## config.mk

```make
export PLATFORM = sky130hd
export DESIGN_NAME = status_event_reporting
export DESIGN_NICKNAME = d
export VERILOG_FILES = /design/src/shared/status_pkg.sv /design/src/op_event_group.sv /design/src/status_event_reporting.sv
export SDC_FILE = /design/constraint.sdc
export NUM_CORES = 1
export LEC_CHECK = 0
export BUFFER_PORTS_ARGS = -buffer_cell sky130_fd_sc_hd__buf_2
export CORE_UTILIZATION = 60
export CTS_CLUSTER_DIAMETER = 120
export DETAILED_ROUTE_END_ITERATION = 8
export PLACE_DENSITY_LB_ADDON = 0.1
export SETUP_SLACK_MARGIN = 0.3
export SLEW_MARGIN = 5
export SYNTH_ARGS = -nofsm -noshare
export SYNTH_HDL_FRONTEND = slang
export SYNTH_HIERARCHICAL = 1
export SYNTH_SLANG_ARGS = --single-unit
```

## constraint.sdc

```tcl
create_clock -name clk -period 4.76 [get_ports clk]
set_clock_uncertainty 0.05 [all_clocks]
set_input_delay 0.952 -clock clk [delete_from_list [all_inputs] [get_ports clk]]
set_output_delay 0.952 -clock clk [all_outputs]
set_load 0.02 [all_outputs]
```

## src/shared/status_pkg.sv

```systemverilog
// Functional notes
// - Remote entered only when addressed to listen while remote enable is asserted.
// - In remote, all front-panel keys except return-to-local are ignored.
// - Own talk address sets talker; untalk, listen addressing, another device's talk address or clear drops it.
// - Own listen address sets listener; unlisten, talk addressing or clear drops it.
// - Service indicator holds until serial poll read or all causes gone.
// - Return-to-local key cancels remote and restores the normal display.
// - Local lockout makes the return-to-local key inoperative.
// - Standard event status and mask are 16-bit; events latch until cleared.
// - Standard event bit B1 is unused and reads zero.
// - Reading an empty output queue sets query error, bit B2.
// - Standard event status clears on reset, clear-status, and its read query.
// - Event summary is OR of status ANDed with mask.
// - Mask read leaves it; cleared on reset or by writing zero.
// - Operation condition B5 and B6 come from trigger and arm summaries.
// - Operation condition is read-only, live; B9 set during calculation.
// - Event bits set on filtered rising or falling condition edges.
// - Filter reads harmless; reset and preset give rise all ones, fall zero.
// - Operation events latch; operation summary is OR of events ANDed with mask.
// - Operation events clear on reset, clear-status, and their read query.
// - Operation mask read leaves it; cleared on reset, preset or writing zero.
// - Own addresses derive from primary address 0 to 30, default 16.
package status_pkg;
   localparam int REG_W = 16;
   localparam logic [4:0] ADDR_DEFAULT = 5'h10;
   localparam logic [4:0] ADDR_MAX = 5'h1e;
   localparam logic [2:0] SEL_STD_STATUS = 3'h0;
   localparam logic [2:0] SEL_STD_MASK = 3'h1;
   localparam logic [2:0] SEL_OP_COND = 3'h2;
   localparam logic [2:0] SEL_OP_RISE = 3'h3;
   localparam logic [2:0] SEL_OP_FALL = 3'h4;
   localparam logic [2:0] SEL_OP_EVENT = 3'h5;
   localparam logic [2:0] SEL_OP_MASK = 3'h6;
   localparam int STD_UNUSED_BIT = 1;
   localparam int STD_QUERY_ERR_BIT = 2;
   localparam int OP_TRIG_BIT = 5;
   localparam int OP_ARM_BIT = 6;
   localparam int OP_CALC_BIT = 9;
   localparam logic [15:0] RISE_RESET = 16'hffff;
   localparam logic [15:0] FALL_RESET = 16'h0000;
   localparam logic [15:0] STD_VALID = 16'hfffd;
   localparam logic [7:0] UNTALK_CODE = 8'h5f;
   localparam logic [7:0] UNLISTEN_CODE = 8'h3f;
   localparam logic [2:0] LISTEN_GROUP = 3'h1;
   localparam logic [2:0] TALK_GROUP = 3'h2;
endpackage

```

## src/op_event_group.sv

```systemverilog
`timescale 1ns/1ps
module op_event_group #(
   parameter int W = 16
) (
   // Clock and reset.
   input wire logic clk,
   input wire logic srst,
   // Live condition and controls.
   input wire logic [W-1:0] cond,
   input wire logic [W-1:0] rise,
   input wire logic [W-1:0] fall,
   input wire logic clearEvents,
   // Latched events.
   output logic [W-1:0] events
);
   logic [W-1:0] prevCond;
   wire logic [W-1:0] hits;

   always_ff @(posedge clk) begin
      if (srst) begin
         prevCond <= '0;
      end else begin
         prevCond <= cond;
      end
   end

   genvar i;
   generate
      for (i = 0; i < W; i++) begin : g_bit
         assign hits[i] = (rise[i] & cond[i] & ~prevCond[i]) |
                          (fall[i] & ~cond[i] & prevCond[i]);
      end
   endgenerate

   // A new hit outranks a clear in the same cycle, so no event is lost.
   always_ff @(posedge clk) begin
      if (srst) begin
         events <= '0;
      end else if (clearEvents) begin
         events <= hits;
      end else begin
         events <= events | hits;
      end
   end

   a_edge_sets: assert property (@(posedge clk) disable iff (srst)
      (rise[0] && cond[0] && !prevCond[0]) |=> events[0])
      else $error("rising edge did not latch event");
endmodule

```

## src/status_event_reporting.sv

```systemverilog
`timescale 1ns/1ps
module status_event_reporting (
   // Clock and reset.
   input wire logic clk,
   input wire logic srst,
   // Bus management lines, from pins.
   input wire logic remoteEnablePin,
   input wire logic interfaceClearPin,
   input wire logic attentionPin,
   input wire logic [7:0] dataPin,
   input wire logic dataStrobe,
   input wire logic localLockout,
   input wire logic [4:0] primaryAddress,
   // Front panel.
   input wire logic localKey,
   input wire logic [7:0] panelKeys,
   output logic [7:0] panelKeysGated,
   output logic restoreDisplay,
   // Indicators.
   output logic remote_indicator,
   output logic talker_indicator,
   output logic listener_indicator,
   output logic service_indicator,
   // Service request handshake.
   input wire logic serviceRequest,
   input wire logic serviceCauses,
   input wire logic serialPollRead,
   // Status events and conditions.
   input wire logic [15:0] standardEvents,
   input wire logic query_error,
   input wire logic outputQueueEmpty,
   input wire logic outputQueueRead,
   input wire logic triggerSummary,
   input wire logic armSummary,
   input wire logic calcBusy,
   input wire logic [15:0] otherConditions,
   // Register access by command.
   input wire logic regWrite,
   input wire logic regRead,
   input wire logic [2:0] regSelect,
   input wire logic [15:0] regWriteData,
   input wire logic clear_status_command,
   input wire logic statusPreset,
   output logic [15:0] regReadData,
   // Summaries.
   output logic event_summary_bit,
   output logic operation_summary_bit
);
   localparam int W = status_pkg::REG_W;

   // Pin synchronisers: two flops each for the bus lines before use; localLockout and primaryAddress are used unsynchronised.
   logic [11:0] syncA;
   logic [11:0] syncB;
   always_ff @(posedge clk) begin
      if (srst) begin
         syncA <= '0;
         syncB <= '0;
      end else begin
         syncA <= {remoteEnablePin, interfaceClearPin, attentionPin, dataStrobe, dataPin};
         syncB <= syncA;
      end
   end
   logic renS, ifcS, atnS, strobeS, strobeD;
   logic [7:0] dataS;
   assign renS = syncB[11];
   assign ifcS = syncB[10];
   assign atnS = syncB[9];
   assign strobeS = syncB[8];
   assign dataS = syncB[7:0];
   always_ff @(posedge clk) begin
      if (srst) begin
         strobeD <= 1'b0;
      end else begin
         strobeD <= strobeS;
      end
   end

   // Command byte decode, taken on a strobe edge with attention.
   logic cmdValid, myListen, myTalk, untalk, unlisten, otherTalk;
   logic [4:0] ownAddr;
   assign ownAddr = (primaryAddress > status_pkg::ADDR_MAX) ?
                    status_pkg::ADDR_DEFAULT : primaryAddress;
   assign cmdValid = strobeS & ~strobeD & atnS;
   assign myListen = cmdValid && dataS[7:5] == status_pkg::LISTEN_GROUP &&
                     dataS[4:0] == ownAddr;
   assign myTalk = cmdValid && dataS[7:5] == status_pkg::TALK_GROUP &&
                   dataS[4:0] == ownAddr;
   assign untalk = cmdValid && dataS == status_pkg::UNTALK_CODE;
   assign unlisten = cmdValid && dataS == status_pkg::UNLISTEN_CODE;
   assign otherTalk = cmdValid && dataS[7:5] == status_pkg::TALK_GROUP &&
                      dataS[4:0] != ownAddr && !untalk;

   logic localKeyHonoured;
   assign localKeyHonoured = localKey & ~localLockout;

   // Remote state.
   always_ff @(posedge clk) begin
      if (srst) begin
         remote_indicator <= 1'b0;
      end else if (!renS) begin
         remote_indicator <= 1'b0;
      end else if (myListen) begin
         remote_indicator <= 1'b1;
      end else if (localKeyHonoured) begin
         remote_indicator <= 1'b0;
      end
   end

   always_ff @(posedge clk) begin
      if (srst) begin
         restoreDisplay <= 1'b0;
      end else begin
         restoreDisplay <= localKeyHonoured & remote_indicator;
      end
   end

   always_ff @(posedge clk) begin
      if (srst) begin
         panelKeysGated <= 8'h00;
      end else begin
         panelKeysGated <= remote_indicator ? 8'h00 : panelKeys;
      end
   end

   // Talker and listener states.
   always_ff @(posedge clk) begin
      if (srst) begin
         talker_indicator <= 1'b0;
      end else if (ifcS || untalk || myListen || otherTalk) begin
         talker_indicator <= 1'b0;
      end else if (myTalk) begin
         talker_indicator <= 1'b1;
      end
   end

   always_ff @(posedge clk) begin
      if (srst) begin
         listener_indicator <= 1'b0;
      end else if (ifcS || unlisten || myTalk) begin
         listener_indicator <= 1'b0;
      end else if (myListen) begin
         listener_indicator <= 1'b1;
      end
   end

   // Service request indicator.
   always_ff @(posedge clk) begin
      if (srst) begin
         service_indicator <= 1'b0;
      end else if (serviceRequest) begin
         service_indicator <= 1'b1;
      end else if (serialPollRead || !serviceCauses) begin
         service_indicator <= 1'b0;
      end
   end

   // Register control decode.
   logic wrStdMask, wrRise, wrFall, wrOpMask, rdStd, rdOpEvent;
   assign wrStdMask = regWrite && regSelect == status_pkg::SEL_STD_MASK;
   assign wrRise = regWrite && regSelect == status_pkg::SEL_OP_RISE;
   assign wrFall = regWrite && regSelect == status_pkg::SEL_OP_FALL;
   assign wrOpMask = regWrite && regSelect == status_pkg::SEL_OP_MASK;
   assign rdStd = regRead && regSelect == status_pkg::SEL_STD_STATUS;
   assign rdOpEvent = regRead && regSelect == status_pkg::SEL_OP_EVENT;

   // Standard event status.
   logic [15:0] stdStatus, stdMask, stdSet;
   always_comb begin
      stdSet = standardEvents;
      stdSet[status_pkg::STD_QUERY_ERR_BIT] = standardEvents[status_pkg::STD_QUERY_ERR_BIT] |
         query_error | (outputQueueRead & outputQueueEmpty);
      stdSet = stdSet & status_pkg::STD_VALID;
   end

   always_ff @(posedge clk) begin
      if (srst) begin
         stdStatus <= '0;
      end else if (rdStd || clear_status_command) begin
         stdStatus <= stdSet;
      end else begin
         stdStatus <= stdStatus | stdSet;
      end
   end

   always_ff @(posedge clk) begin
      if (srst) begin
         stdMask <= '0;
      end else if (wrStdMask) begin
         stdMask <= regWriteData;
      end
   end

   // Operation condition, filters, events and mask.
   logic [15:0] opCond, opRise, opFall, opEvents, opMask;
   always_comb begin
      opCond = otherConditions;
      opCond[status_pkg::OP_TRIG_BIT] = triggerSummary;
      opCond[status_pkg::OP_ARM_BIT] = armSummary;
      opCond[status_pkg::OP_CALC_BIT] = calcBusy;
   end

   always_ff @(posedge clk) begin
      if (srst || statusPreset) begin
         opRise <= status_pkg::RISE_RESET;
         opFall <= status_pkg::FALL_RESET;
      end else begin
         if (wrRise) begin
            opRise <= regWriteData;
         end
         if (wrFall) begin
            opFall <= regWriteData;
         end
      end
   end

   always_ff @(posedge clk) begin
      if (srst || statusPreset) begin
         opMask <= '0;
      end else if (wrOpMask) begin
         opMask <= regWriteData;
      end
   end

   op_event_group #(.W(W)) u_events (
      .clk(clk),
      .srst(srst),
      .cond(opCond),
      .rise(opRise),
      .fall(opFall),
      .clearEvents(rdOpEvent | clear_status_command),
      .events(opEvents)
   );

   // Summaries, registered from current contents.
   always_ff @(posedge clk) begin
      if (srst) begin
         event_summary_bit <= 1'b0;
         operation_summary_bit <= 1'b0;
      end else begin
         event_summary_bit <= |(stdStatus & stdMask);
         operation_summary_bit <= |(opEvents & opMask);
      end
   end

   // Read port; reads have no effect on filters or masks.
   always_ff @(posedge clk) begin
      if (srst) begin
         regReadData <= '0;
      end else if (regRead) begin
         case (regSelect)
            status_pkg::SEL_STD_STATUS: regReadData <= stdStatus;
            status_pkg::SEL_STD_MASK: regReadData <= stdMask;
            status_pkg::SEL_OP_COND: regReadData <= opCond;
            status_pkg::SEL_OP_RISE: regReadData <= opRise;
            status_pkg::SEL_OP_FALL: regReadData <= opFall;
            status_pkg::SEL_OP_EVENT: regReadData <= opEvents;
            status_pkg::SEL_OP_MASK: regReadData <= opMask;
            default: regReadData <= '0;
         endcase
      end
   end

   a_remote_needs_ren: assert property (@(posedge clk) disable iff (srst)
      $rose(remote_indicator) |-> $past(renS))
      else $error("remote entered without remote enable");
   a_lockout_holds: assert property (@(posedge clk) disable iff (srst)
      (remote_indicator && renS && localLockout && !srst) |=> remote_indicator)
      else $error("remote left under lockout");
   a_keys_blocked: assert property (@(posedge clk) disable iff (srst)
      remote_indicator |=> panelKeysGated == 8'h00)
      else $error("keys passed in remote");
   a_std_b1_zero: assert property (@(posedge clk) disable iff (srst)
      stdStatus[status_pkg::STD_UNUSED_BIT] == 1'b0)
      else $error("unused standard bit set");
   a_query_error: assert property (@(posedge clk) disable iff (srst)
      (outputQueueRead && outputQueueEmpty) |=> stdStatus[status_pkg::STD_QUERY_ERR_BIT])
      else $error("query error not latched");
   a_std_clear: assert property (@(posedge clk) disable iff (srst)
      (clear_status_command && standardEvents == 16'h0000 && !query_error && !outputQueueRead)
      |=> stdStatus == 16'h0000)
      else $error("standard status not cleared");
   a_esb_track: assert property (@(posedge clk) disable iff (srst)
      ##1 event_summary_bit == |($past(stdStatus) & $past(stdMask)))
      else $error("event summary wrong");
   a_preset_filters: assert property (@(posedge clk) disable iff (srst)
      statusPreset |=> opRise == 16'hffff && opFall == 16'h0000 && opMask == 16'h0000)
      else $error("preset values wrong");
   a_talk_drop: assert property (@(posedge clk) disable iff (srst)
      (ifcS || untalk) |=> !talker_indicator)
      else $error("talker not dropped");
   a_listen_drop: assert property (@(posedge clk) disable iff (srst)
      (ifcS || unlisten) |=> !listener_indicator)
      else $error("listener not dropped");
   a_local_cancel: assert property (@(posedge clk) disable iff (srst)
      (remote_indicator && localKeyHonoured && renS && !myListen) |=> !remote_indicator)
      else $error("local key did not cancel remote");
   a_restore_pulse: assert property (@(posedge clk) disable iff (srst)
      (remote_indicator && localKeyHonoured) |=> restoreDisplay)
      else $error("display not restored");
   a_service_hold: assert property (@(posedge clk) disable iff (srst)
      (service_indicator && !serialPollRead && serviceCauses) |=> service_indicator)
      else $error("service indicator dropped early");
   a_service_drop: assert property (@(posedge clk) disable iff (srst)
      (!serviceRequest && (serialPollRead || !serviceCauses)) |=> !service_indicator)
      else $error("service indicator not dropped");
   a_talk_set: assert property (@(posedge clk) disable iff (srst)
      (myTalk && !ifcS) |=> talker_indicator)
      else $error("talker not entered");
   a_listen_set: assert property (@(posedge clk) disable iff (srst)
      (myListen && !ifcS) |=> listener_indicator)
      else $error("listener not entered");
   a_talk_on_listen: assert property (@(posedge clk) disable iff (srst)
      myListen |=> !talker_indicator)
      else $error("talker kept when addressed to listen");
   a_listen_on_talk: assert property (@(posedge clk) disable iff (srst)
      myTalk |=> !listener_indicator)
      else $error("listener kept when addressed to talk");
   a_std_latch: assert property (@(posedge clk) disable iff (srst)
      (!rdStd && !clear_status_command) |=> (stdStatus & $past(stdStatus)) == $past(stdStatus))
      else $error("standard event bit lost");
   a_std_read_keep: assert property (@(posedge clk) disable iff (srst)
      (rdStd && query_error) |=> stdStatus[status_pkg::STD_QUERY_ERR_BIT])
      else $error("event lost on read clear");
   a_mask_stable: assert property (@(posedge clk) disable iff (srst)
      !wrStdMask |=> $stable(stdMask))
      else $error("standard mask changed without write");
   a_mask_write: assert property (@(posedge clk) disable iff (srst)
      wrStdMask |=> stdMask == $past(regWriteData))
      else $error("standard mask write not taken");
   a_op_mask_stable: assert property (@(posedge clk) disable iff (srst)
      (!wrOpMask && !statusPreset) |=> $stable(opMask))
      else $error("operation mask changed without write");
   a_filter_stable: assert property (@(posedge clk) disable iff (srst)
      (!wrRise && !statusPreset) |=> $stable(opRise))
      else $error("rise filter changed without write");
   a_osb_track: assert property (@(posedge clk) disable iff (srst)
      ##1 operation_summary_bit == |($past(opEvents) & $past(opMask)))
      else $error("operation summary wrong");
   c_remote: cover property (@(posedge clk) $rose(remote_indicator));
   c_service: cover property (@(posedge clk) $fell(service_indicator));
   c_local_key: cover property (@(posedge clk) restoreDisplay);
   c_osb: cover property (@(posedge clk) operation_summary_bit);
   c_esb: cover property (@(posedge clk) event_summary_bit);
endmodule

```

==> flow_metrics.env, run 1 <==
export IMPL_die_w_um=109
export IMPL_routed_wl_um=19100
export IMPL_drc=0
export IMPL_n_antenna_cell=0
export IMPL_yosys_most_used_dff="dfxtp_1"
export IMPL_setup_ws_ps=1980
export IMPL_num_vias=6010
export IMPL_grt_use_total_pct=33.3
export IMPL_power_density_nw_per_um2=388
export IMPL_path_buf_inv=2
export IMPL_netlist_area_um2=6880
export IMPL_ctsLongestPathBuffers=2
export IMPL_crit_path_frequent_cell="nand2_1"
export IMPL_worstPathCellList="buf_2 > buf_4 > and2b_1 > nand2_1 > nand2_1 > a21oi_1"
export IMPL_ys_async_sr_fraction_pct=0
export IMPL_tns_ps=0
export IMPL_post_cts_buffers=0
export IMPL_fin_crit_ps=2780
export IMPL_drv_cap=0
export IMPL_via_per_inst=6.08
export IMPL_hold_viol_final=0
export IMPL_p_leak_nw=3.22
export IMPL_synth_area_per_cell_um2=9.31
export IMPL_reg2reg_depth=4
export IMPL_clock_latency_ps=430
export IMPL_core_um2=11000
export IMPL_cts_tree="done"
export IMPL_peakVddDrop_mv=0.386
export IMPL_clock_sinks=167
export IMPL_grt_pass1_wl_um=29100
export IMPL_drt_initial_drc_count=721
export IMPL_slew_violations=0
export IMPL_post_route_period_util_pct=58.4
export IMPL_path_class="in2reg"
export IMPL_ctsResizeCount=0
export IMPL_syn2layout_area_growth_pct=16.5
export IMPL_gr_total_overflow=0
export IMPL_cp_endpoint="opFall[8]"
export IMPL_grt_start_max_net_pins=62
export IMPL_rsz0062_at_grt="false"
export IMPL_ys_types=57
export IMPL_cp_arrival_ps=3080
export IMPL_die_h_um=109
export IMPL_drive_gt1_share_pct=21.6
export IMPL_io_pins=124
export IMPL_crit_start="regSelect[1]"
export IMPL_finish_net_count=929
export IMPL_required_ps=5060
export IMPL_worst_hold_slack_ps=386
export IMPL_syn_nets=832
export IMPL_grt_pass1_vias=5514
export IMPL_place_congestion=0.883
export IMPL_clk_pin_slew_ps=60
export IMPL_synth_edf_count=0
export IMPL_r2r_start="stdStatus[15]"
export IMPL_ys_seq_area_share_pct=48.6
export IMPL_start_util_pct=62.6
export IMPL_htree_levels=4
export IMPL_cts_root_buffer="clkbuf_16"
export IMPL_yosysWarningCount=6
export IMPL_setup_viol=0
export IMPL_endpoint_kind="flop"
export IMPL_slew_headroom_pct=27.4
export IMPL_slowest_delay_ps=630
export IMPL_drt_pass1_iter_count=7
export IMPL_row_count=38
export IMPL_wl_per_cell_um=19.3
export IMPL_cts_buffers=17
export IMPL_fillers=845
export IMPL_antenna_found_initial=1
export IMPL_holdBufCountCts=0
export IMPL_ant_nets=0
export IMPL_hold_path_class="reg2reg"
export IMPL_synth_seq_cells=167
export IMPL_cpMaxStageDelayCell="nand2_1"
export IMPL_syn_inst=739
export IMPL_place_ws_ps=1630
export IMPL_crit_cells=6
export IMPL_worstSetupStartpointType="primary input"
export IMPL_r2r_end="regReadData[15]"
export IMPL_cp_top_family="simple AND/OR/NAND/NOR gates"
export IMPL_dp_hpwl_um=12800
export IMPL_cp_max_fo=21
export IMPL_die_area_um2=11900
export IMPL_worstMarginPinSlew_ps=1090
export IMPL_portBuffers=119
export IMPL_reg2reg_slack_ps=3150
export IMPL_fmax_ghz=0.360
export IMPL_status="complete, no violations"
==> power by group <==
group	switching (mW)	internal (mW)	total (mW)
Clock	0.554	0.780	1.33
Combinational	0.164	0.117	0.282
Sequential	0.0399	1.45	1.49
==> synthesized netlist by cell type, types with 2 or more instances <==
cell type    n  share of area [%]
mux2i_1     23                3.3
o2bb2ai_1   20                2.5
and4_1       3               0.38
and3_1       5               0.45
and2_1      19                1.7
xor2_1       3               0.38
clkbuf_2     3               0.22
mux4_2      11                3.6
nand2b_2     6               0.76
nor2b_1     47                4.3
nand4_1      3               0.27
a21oi_1     71                5.2
inv_1        7               0.38
a211oi_1     3               0.33
dfxtp_1    167                 49
clkbuf_1    18               0.98
a221oi_1     6               0.76
a211o_1      2               0.25
nor2_1      24                1.3
nand2_1    137                7.5
a22o_1       5               0.64
nand2b_1    10               0.91
a31oi_1     19                1.7
o21ai_0      3               0.22
buf_6        4               0.65
o21bai_1     2               0.22
nand3_1     24                1.7
nand3b_1    32                3.5
o22ai_1      2               0.18
a22oi_1     12                1.3
mux2_2       5               0.82
buf_2       18                1.3
==> worst min path at each step <==
stage	startpoint	end	slack (ps)	cells past startpoint
after detailed placement	syncA[3]	syncB[3]	370	1
after global routing	syncB[11]	remote_indicator	410	1
after floorplan	syncA[0]	syncB[0]	360	1
after global placement	syncB[11]	remote_indicator	370	1
after CTS	syncA[3]	syncB[3]	390	1
final	syncA[3]	syncB[3]	390	1
==> area by class of cell <==
cell class	instances	area [um^2]	share of cell area (%)
tap	140	175	2.19
clock inverter	13	129	1.61
multi-input combinational	520	3270	40.8
inverter	7	26.3	0.328
clock buffer	19	443	5.53
sequential	167	3340	41.7
timing repair buffer	123	628	7.84
==> sequential cells by signal (all words and copies together) (netlist names) <==
name / count
regReadData: 16
restoreDisplay: 1
talker_indicator: 1
u_events/prevCond: 16
stdMask: 16
syncB: 12
operation_summary_bit: 1
stdStatus: 15
service_indicator: 1
opRise: 16
panelKeysGated: 8
opMask: 16
u_events/events: 16
opFall: 16
strobeD: 1
remote_indicator: 1
event_summary_bit: 1
syncA: 12
listener_indicator: 1
==> kinds of logic (layout without fill, tap and decap cells) <==
kind of cell | count (synthesis) | after routing | share of synthesized area, %
flops | 167 | 167 | 48.6
xor+xnor | 3 | 3 | 0.382
simple gates | 320 | 320 | 24.1
mux | 39 | 39 | 7.77
buf+inv | 52 | 162 | 3.87
compound gates | 158 | 158 | 15.3
==> per-layer routing <==
layer	vias up	GRT usage [%]	routed length, um
met5	-	0	16
met4	2	17.3	595
met3	48	8.37	1740
met2	332	52.4	8990
met1	2840	42.3	7730
li1	2788	-	-
==> through the flow <==
step	total power, mW	cell area [um^2]	util (%)	instances
floorplan	1.68	6880	-	739
global placement	1.78	7440	67.7	957
detailed placement	1.80	7440	67.7	957
CTS	3.11	8010	73.0	989
global route	3.21	8010	73.0	989
finish	3.11	8010	73.0	989
==> placed cells by master, fill, tap and decap left out, drive strengths merged, types with 8 or more instances in the layout <==
cell type	n
a22oi	12
o2bb2ai	20
mux2i	23
inv	8
mux4	11
nor2b	47
a31oi	20
dfxtp	167
nand3	24
nand3b	33
buf	123
nor2	24
clkbuf	19
and2	19
nand2b	16
a21oi	71
nand2	137
Note: power is estimated with default switching activity, not from simulation.
==> run 2, diff against run 1 <==
--- a/config.mk
+++ b/config.mk
@@ -6,7 +6,7 @@
 export NUM_CORES = 1
 export LEC_CHECK = 0
 export BUFFER_PORTS_ARGS = -buffer_cell sky130_fd_sc_hd__buf_2
-export CORE_UTILIZATION = 60
+export CORE_UTILIZATION = 50
 export CTS_CLUSTER_DIAMETER = 120
 export DETAILED_ROUTE_END_ITERATION = 8
 export PLACE_DENSITY_LB_ADDON = 0.1
==> constraint.sdc (replaced) <==
create_clock -name clk -period 2.5 [get_ports clk]
set_clock_uncertainty 0.05 [all_clocks]
set_input_delay 0.5 -clock clk [delete_from_list [all_inputs] [get_ports clk]]
set_output_delay 0.5 -clock clk [all_outputs]
set_load 0.02 [all_outputs]
==> run 2 against run 1 <==
Net effect:
- sequential power increased by 91%
- first-iteration DRC count is 22% lower
- utilization down 11 points
- routed wire length rose by 2.3%
- power grew 92%
- critical path depth unchanged
- sequential cell count stayed put
- register-to-register slack got worse by 2200 ps
- critical endpoint is now regReadData[7]
- largest power group unchanged
- highest routed layer is now met4
==> flow_metrics.env, run 2 (synthesized netlist as in run 1, its figures left out) <==
export IMPL_htree_levels=4
export IMPL_dp_hpwl_um=14100
export IMPL_holdBufCountCts=0
export IMPL_gr_total_overflow=0
export IMPL_wl_per_cell_um=18.6
export IMPL_multi_input_area_um2=3270
export IMPL_cts_buffers=17
export IMPL_hold_path_class="in2reg"
export IMPL_required_ps=2810
export IMPL_setup_viol=0
export IMPL_die_area_um2=14200
export IMPL_fin_crit_ps=1940
export IMPL_core_um2=13300
export IMPL_hold_viol_final=0
export IMPL_grt_pass1_vias=5715
export IMPL_seq_area_um2=3340
export IMPL_tns_ps=0
export IMPL_drc=0
export IMPL_drive_gt1_share_pct=23.7
export IMPL_portBuffers=119
export IMPL_grt_pass1_wl_um=30200
export IMPL_p_leak_nw=3.35
export IMPL_fillers=1152
export IMPL_cp_arrival_ps=2250
export IMPL_via_per_inst=5.74
export IMPL_clock_latency_ps=430
export IMPL_worst_hold_slack_ps=208
export IMPL_syn2layout_area_growth_pct=19.9
export IMPL_finish_net_count=952
export IMPL_endpoint_kind="flop"
export IMPL_slew_violations=0
export IMPL_final_common_cell="dfxtp_1"
export IMPL_start_util_pct=51.5
export IMPL_grt_use_total_pct=28.1
export IMPL_grt_start_max_net_pins=79
export IMPL_ant_nets=0
export IMPL_worstSetupStartpointType="primary input"
export IMPL_row_count=42
export IMPL_drv_cap=0
export IMPL_drt_initial_drc_count=561
export IMPL_worstPathCellList="buf_2 > nor2b_1 > a22oi_1 > o221ai_1 > nand3_1 > a21oi_1"
export IMPL_rsz0062_at_grt="false"
export IMPL_antenna_found_initial=0
export IMPL_n_antenna_cell=0
export IMPL_status="complete, no violations"
export IMPL_power_density_nw_per_um2=722
export IMPL_final_cell_mix="dfxtp_1, nand2_1, buf_2, a21oi_1, nor2b_1"
export IMPL_peakVddDrop_mv=0.529
export IMPL_clk_pin_slew_ps=70
export IMPL_num_vias=6019
export IMPL_die_w_um=119
export IMPL_r2r_start="syncB[4]"
export IMPL_slowest_delay_ps=840
export IMPL_die_h_um=119
export IMPL_drt_pass1_iter_count=5
export IMPL_min_delay_start="panelKeys[0]"
export IMPL_io_pins=124
export IMPL_routed_wl_um=19500
export IMPL_path_class="in2reg"
export IMPL_cts_tree="done"
export IMPL_place_congestion=0.904
export IMPL_finalPower_mw=5.95
export IMPL_clock_sinks=167
export IMPL_crit_start="regSelect[0]"
export IMPL_cts_root_buffer="clkbuf_16"
export IMPL_slew_headroom_pct=32.7
export IMPL_post_cts_buffers=0
export IMPL_cpMaxStageDelayCell="nor2b_1"
export IMPL_fmax_ghz=0.515
export IMPL_ctsResizeCount=0
export IMPL_cp_max_fo=20
export IMPL_post_route_period_util_pct=77.7
export IMPL_worstMarginPinSlew_ps=1010
export IMPL_ctsLongestPathBuffers=2
[run 2: cell count changes in the layout (fill, tap and decap cells not counted)]
cell | previous run | this run
buf_4 | 5 | 27
clkinv_2 | 6 | 0
inv_6 | 1 | 6
inv_8 | 0 | 5
clkinvlp_4 | 4 | 1
bufinv_16 | 2 | 0
clkinv_4 | 0 | 2
buf_12 | 0 | 1
clkbuf_1 | 1 | 0
clkbuf_8 | 1 | 0
clkinv_8 | 0 | 1
[run 2: through the flow]
| stage | cells | setup WS (ps) | area [um^2] | util (%) |
|---|---|---|---|---|
| 2_1_floorplan | 739 | 763 | 6880 | - |
| 4_1_cts | 1048 | 605 | 8250 | 61.8 |
| 6_report | 1048 | 558 | 8250 | 61.8 |
| 5_1_grt | 1048 | 436 | 8250 | 61.8 |
| 3_3_place_gp | 1016 | 209 | 7670 | 57.5 |
| 3_5_place_dp | 1016 | 192 | 7670 | 57.5 |
[run 2: layer usage]
metal,global-route usage (%),vias to the layer above,share of wire (%)
met5,0,-,0
li1,-,2837,-
met1,35.1,2882,41
met3,5.03,51,6.6
met2,46.0,249,48
met4,15.1,0,3.7
[run 2: path summary, 6_finish.rpt]
path              cells past startpoint                 end  slack [ps]
setup / recovery                      6      regReadData[7]         560
hold / removal                        2   panelKeysGated[0]         210
setup reg to reg                      5  listener_indicator         940
hold reg to reg                       1            syncB[8]         380
[run 2: critical path: cells and delay by family]
family	cells	cell delay [ps]
AOI/OAI and AO/OA	3	550
and+or+nand+nor	2	950
buffers and inverters	1	250
[run 2: power breakdown]
part | total (mW) | leakage, nW | internal [mW] | switching (mW)
Clock | 2.56 | 0.282 | 1.33 | 1.22
Combinational | 0.556 | 1.70 | 0.242 | 0.314
Sequential | 2.84 | 1.37 | 2.76 | 0.0772
Total | 5.95 | 3.35 | 4.34 | 1.61
[run 2: layout make-up]
type	instances	area share (%)
timing repair buffer	146	9.86
clock buffer	17	5.16
clock inverter	15	1.82
multi-input combinational	520	39.6
sequential	167	40.5
tap	176	2.67
inverter	7	0.319
==> run 3, diff against run 2 <==
==> constraint.sdc (replaced) <==
create_clock -name clk -period 1.7 [get_ports clk]
set_clock_uncertainty 0.05 [all_clocks]
set_input_delay 0.34 -clock clk [delete_from_list [all_inputs] [get_ports clk]]
set_output_delay 0.34 -clock clk [all_outputs]
set_load 0.02 [all_outputs]
==> run 3 against run 2 <==
Net effect:
- hold slack worse by 160 ps
- sequential power up 47%
- non-clock buffer count up 51
- die area unchanged
- clock-buffer cell count unchanged
- worst setup slack worse by 340 ps
- critical endpoint is now listener_indicator
==> flow_metrics.env, run 3 (synthesized netlist as in run 1, its figures left out) <==
export IMPL_reg2reg_depth=5
export IMPL_fmax_ghz=0.675
export IMPL_io_pins=124
export IMPL_path_buf_inv=0
export IMPL_num_vias=6264
export IMPL_tns_ps=0
export IMPL_ctsLongestPathBuffers=2
export IMPL_drt_initial_drc_count=512
export IMPL_wl_per_cell_um=18.5
export IMPL_slew_headroom_pct=49.6
export IMPL_grt_use_total_pct=29.8
export IMPL_place_congestion=0.932
export IMPL_peakVddDrop_mv=0.734
export IMPL_internal_power_mw=6.51
export IMPL_p_seq_share_pct=46.4
export IMPL_syn2layout_area_growth_pct=29.1
export IMPL_rsz0062_at_grt="true"
export IMPL_drt_pass1_iter_count=5
export IMPL_path_class="reg2reg"
export IMPL_cp_arrival_ps=1820
export IMPL_drv_cap=0
export IMPL_grt_start_max_net_pins=48
export IMPL_fin_cells=1099
export IMPL_final_core_util_pct=66.5
export IMPL_start_util_pct=51.5
export IMPL_finalPower_mw=8.98
export IMPL_worstSetupStartpointType="flop"
export IMPL_worstPathCellList="xor2_2 > a211o_1 > a211oi_2 > and4_4 > o221a_1"
export IMPL_hold_viol_final=0
export IMPL_cts_tree="done"
export IMPL_status="complete, no violations"
export IMPL_worstMarginPinSlew_ps=757
export IMPL_comb_power_share_pct=10.9
export IMPL_fillers=1131
export IMPL_finish_net_count=1003
export IMPL_final_common_cell="dfxtp_1"
export IMPL_power_density_nw_per_um2=1010
export IMPL_p_leak_nw=3.66
export IMPL_post_route_period_util_pct=87.2
export IMPL_die_h_um=119
export IMPL_slew_violations=0
export IMPL_fin_crit_ps=1480
export IMPL_final_cell_mix="dfxtp_1, nand2_1, buf_2, buf_4, a21oi_1"
export IMPL_setup_viol=0
export IMPL_die_area_um2=14200
export IMPL_drc=0
export IMPL_die_w_um=119
export IMPL_dp_hpwl_um=14800
export IMPL_hold_path_class="in2reg"
export IMPL_drive_gt1_share_pct=33.0
export IMPL_clock_sinks=167
export IMPL_clk_pin_slew_ps=70
export IMPL_p_sw_mw=2.47
export IMPL_antenna_found_initial=1
export IMPL_cts_root_buffer="clkbuf_16"
export IMPL_row_count=42
export IMPL_required_ps=2030
export IMPL_grt_pass1_wl_um=32000
export IMPL_htree_levels=4
export IMPL_cts_buffers=17
export IMPL_n_antenna_cell=0
export IMPL_core_um2=13300
export IMPL_slowest_delay_ps=340
export IMPL_grt_pass1_vias=6129
export IMPL_via_per_inst=5.70
export IMPL_crit_cells=5
export IMPL_portBuffers=119
export IMPL_routed_wl_um=20400
export IMPL_cp_max_fo=3
export IMPL_cpMaxStageDelayCell="dfxtp_2"
export IMPL_ant_nets=0
export IMPL_clock_latency_ps=440
export IMPL_switching_share_pct=27.5
export IMPL_min_path_cells=2
export IMPL_cp_top_family="compound AO/OA/AOI/OAI gates"
export IMPL_worst_hold_slack_ps=49.4
export IMPL_holdBufCountCts=0
export IMPL_gr_total_overflow=0
export IMPL_power_frac_clock_pct=42.7
export IMPL_endpoint_kind="flop"
export IMPL_placedCellCount=1054
[run 3: changes by cell type in the layout (fill, tap and decap cells not counted), sizes merged]
cell,delta
buf,+51
inv,-2
clkinv,+2
[run 3: timing repair]
action,in CTS,in global routing
hold endpoints to repair,0,0
endpoints found under the setup margin,26,51
gates cloned,0,0
buffers inserted,12,1
pin swaps,5,6
gates resized for setup,35,15
[run 3: power by group through the flow]
stage,clock [mW],sequential [mW],combinational [mW]
2_1_floorplan,0,4.25,0.476
3_3_place_gp,0,4.25,0.891
3_5_place_dp,0,4.25,0.912
4_1_cts,3.89,4.17,0.953
5_1_grt,4.06,4.18,1.05
6_report,3.84,4.17,0.975
[run 3: final timing paths]
kind                              startpoint                  to  slack, ps
worst min-delay path            panelKeys[1]   panelKeysGated[1]         50
worst max-delay path                syncB[4]  listener_indicator        220
worst min register to register     syncB[11]    remote_indicator        390
worst max register to register      syncB[4]  listener_indicator        220
[run 3: final cells by class]
type / count / area, um^2 / share of cell area [%]
multi-input combinational: 520 / 3380 / 38.1
timing repair buffer: 197 / 1280 / 14.4
sequential: 167 / 3380 / 38.0
inverter: 7 / 26.3 / 0.296
tap: 176 / 220 / 2.48
clock buffer: 17 / 425 / 4.79
clock inverter: 15 / 173 / 1.94
[run 3: metal layers]
metal  GRT usage [%]  vias up  wire length, um
li1                -     2938                -
met1            35.7     3016             8300
met2            49.1      251             9910
met3            7.85       57             1410
met4            15.4        2              758
met5               0        -               10
[run 3: through the flow]
stage | worst slack [ps] | area [um^2]
3_3_place_gp | -147 | 8030
3_5_place_dp | -199 | 8030
5_1_grt | 161 | 8880
6_report | 218 | 8880
2_1_floorplan | 159 | 6940
4_1_cts | 171 | 8810
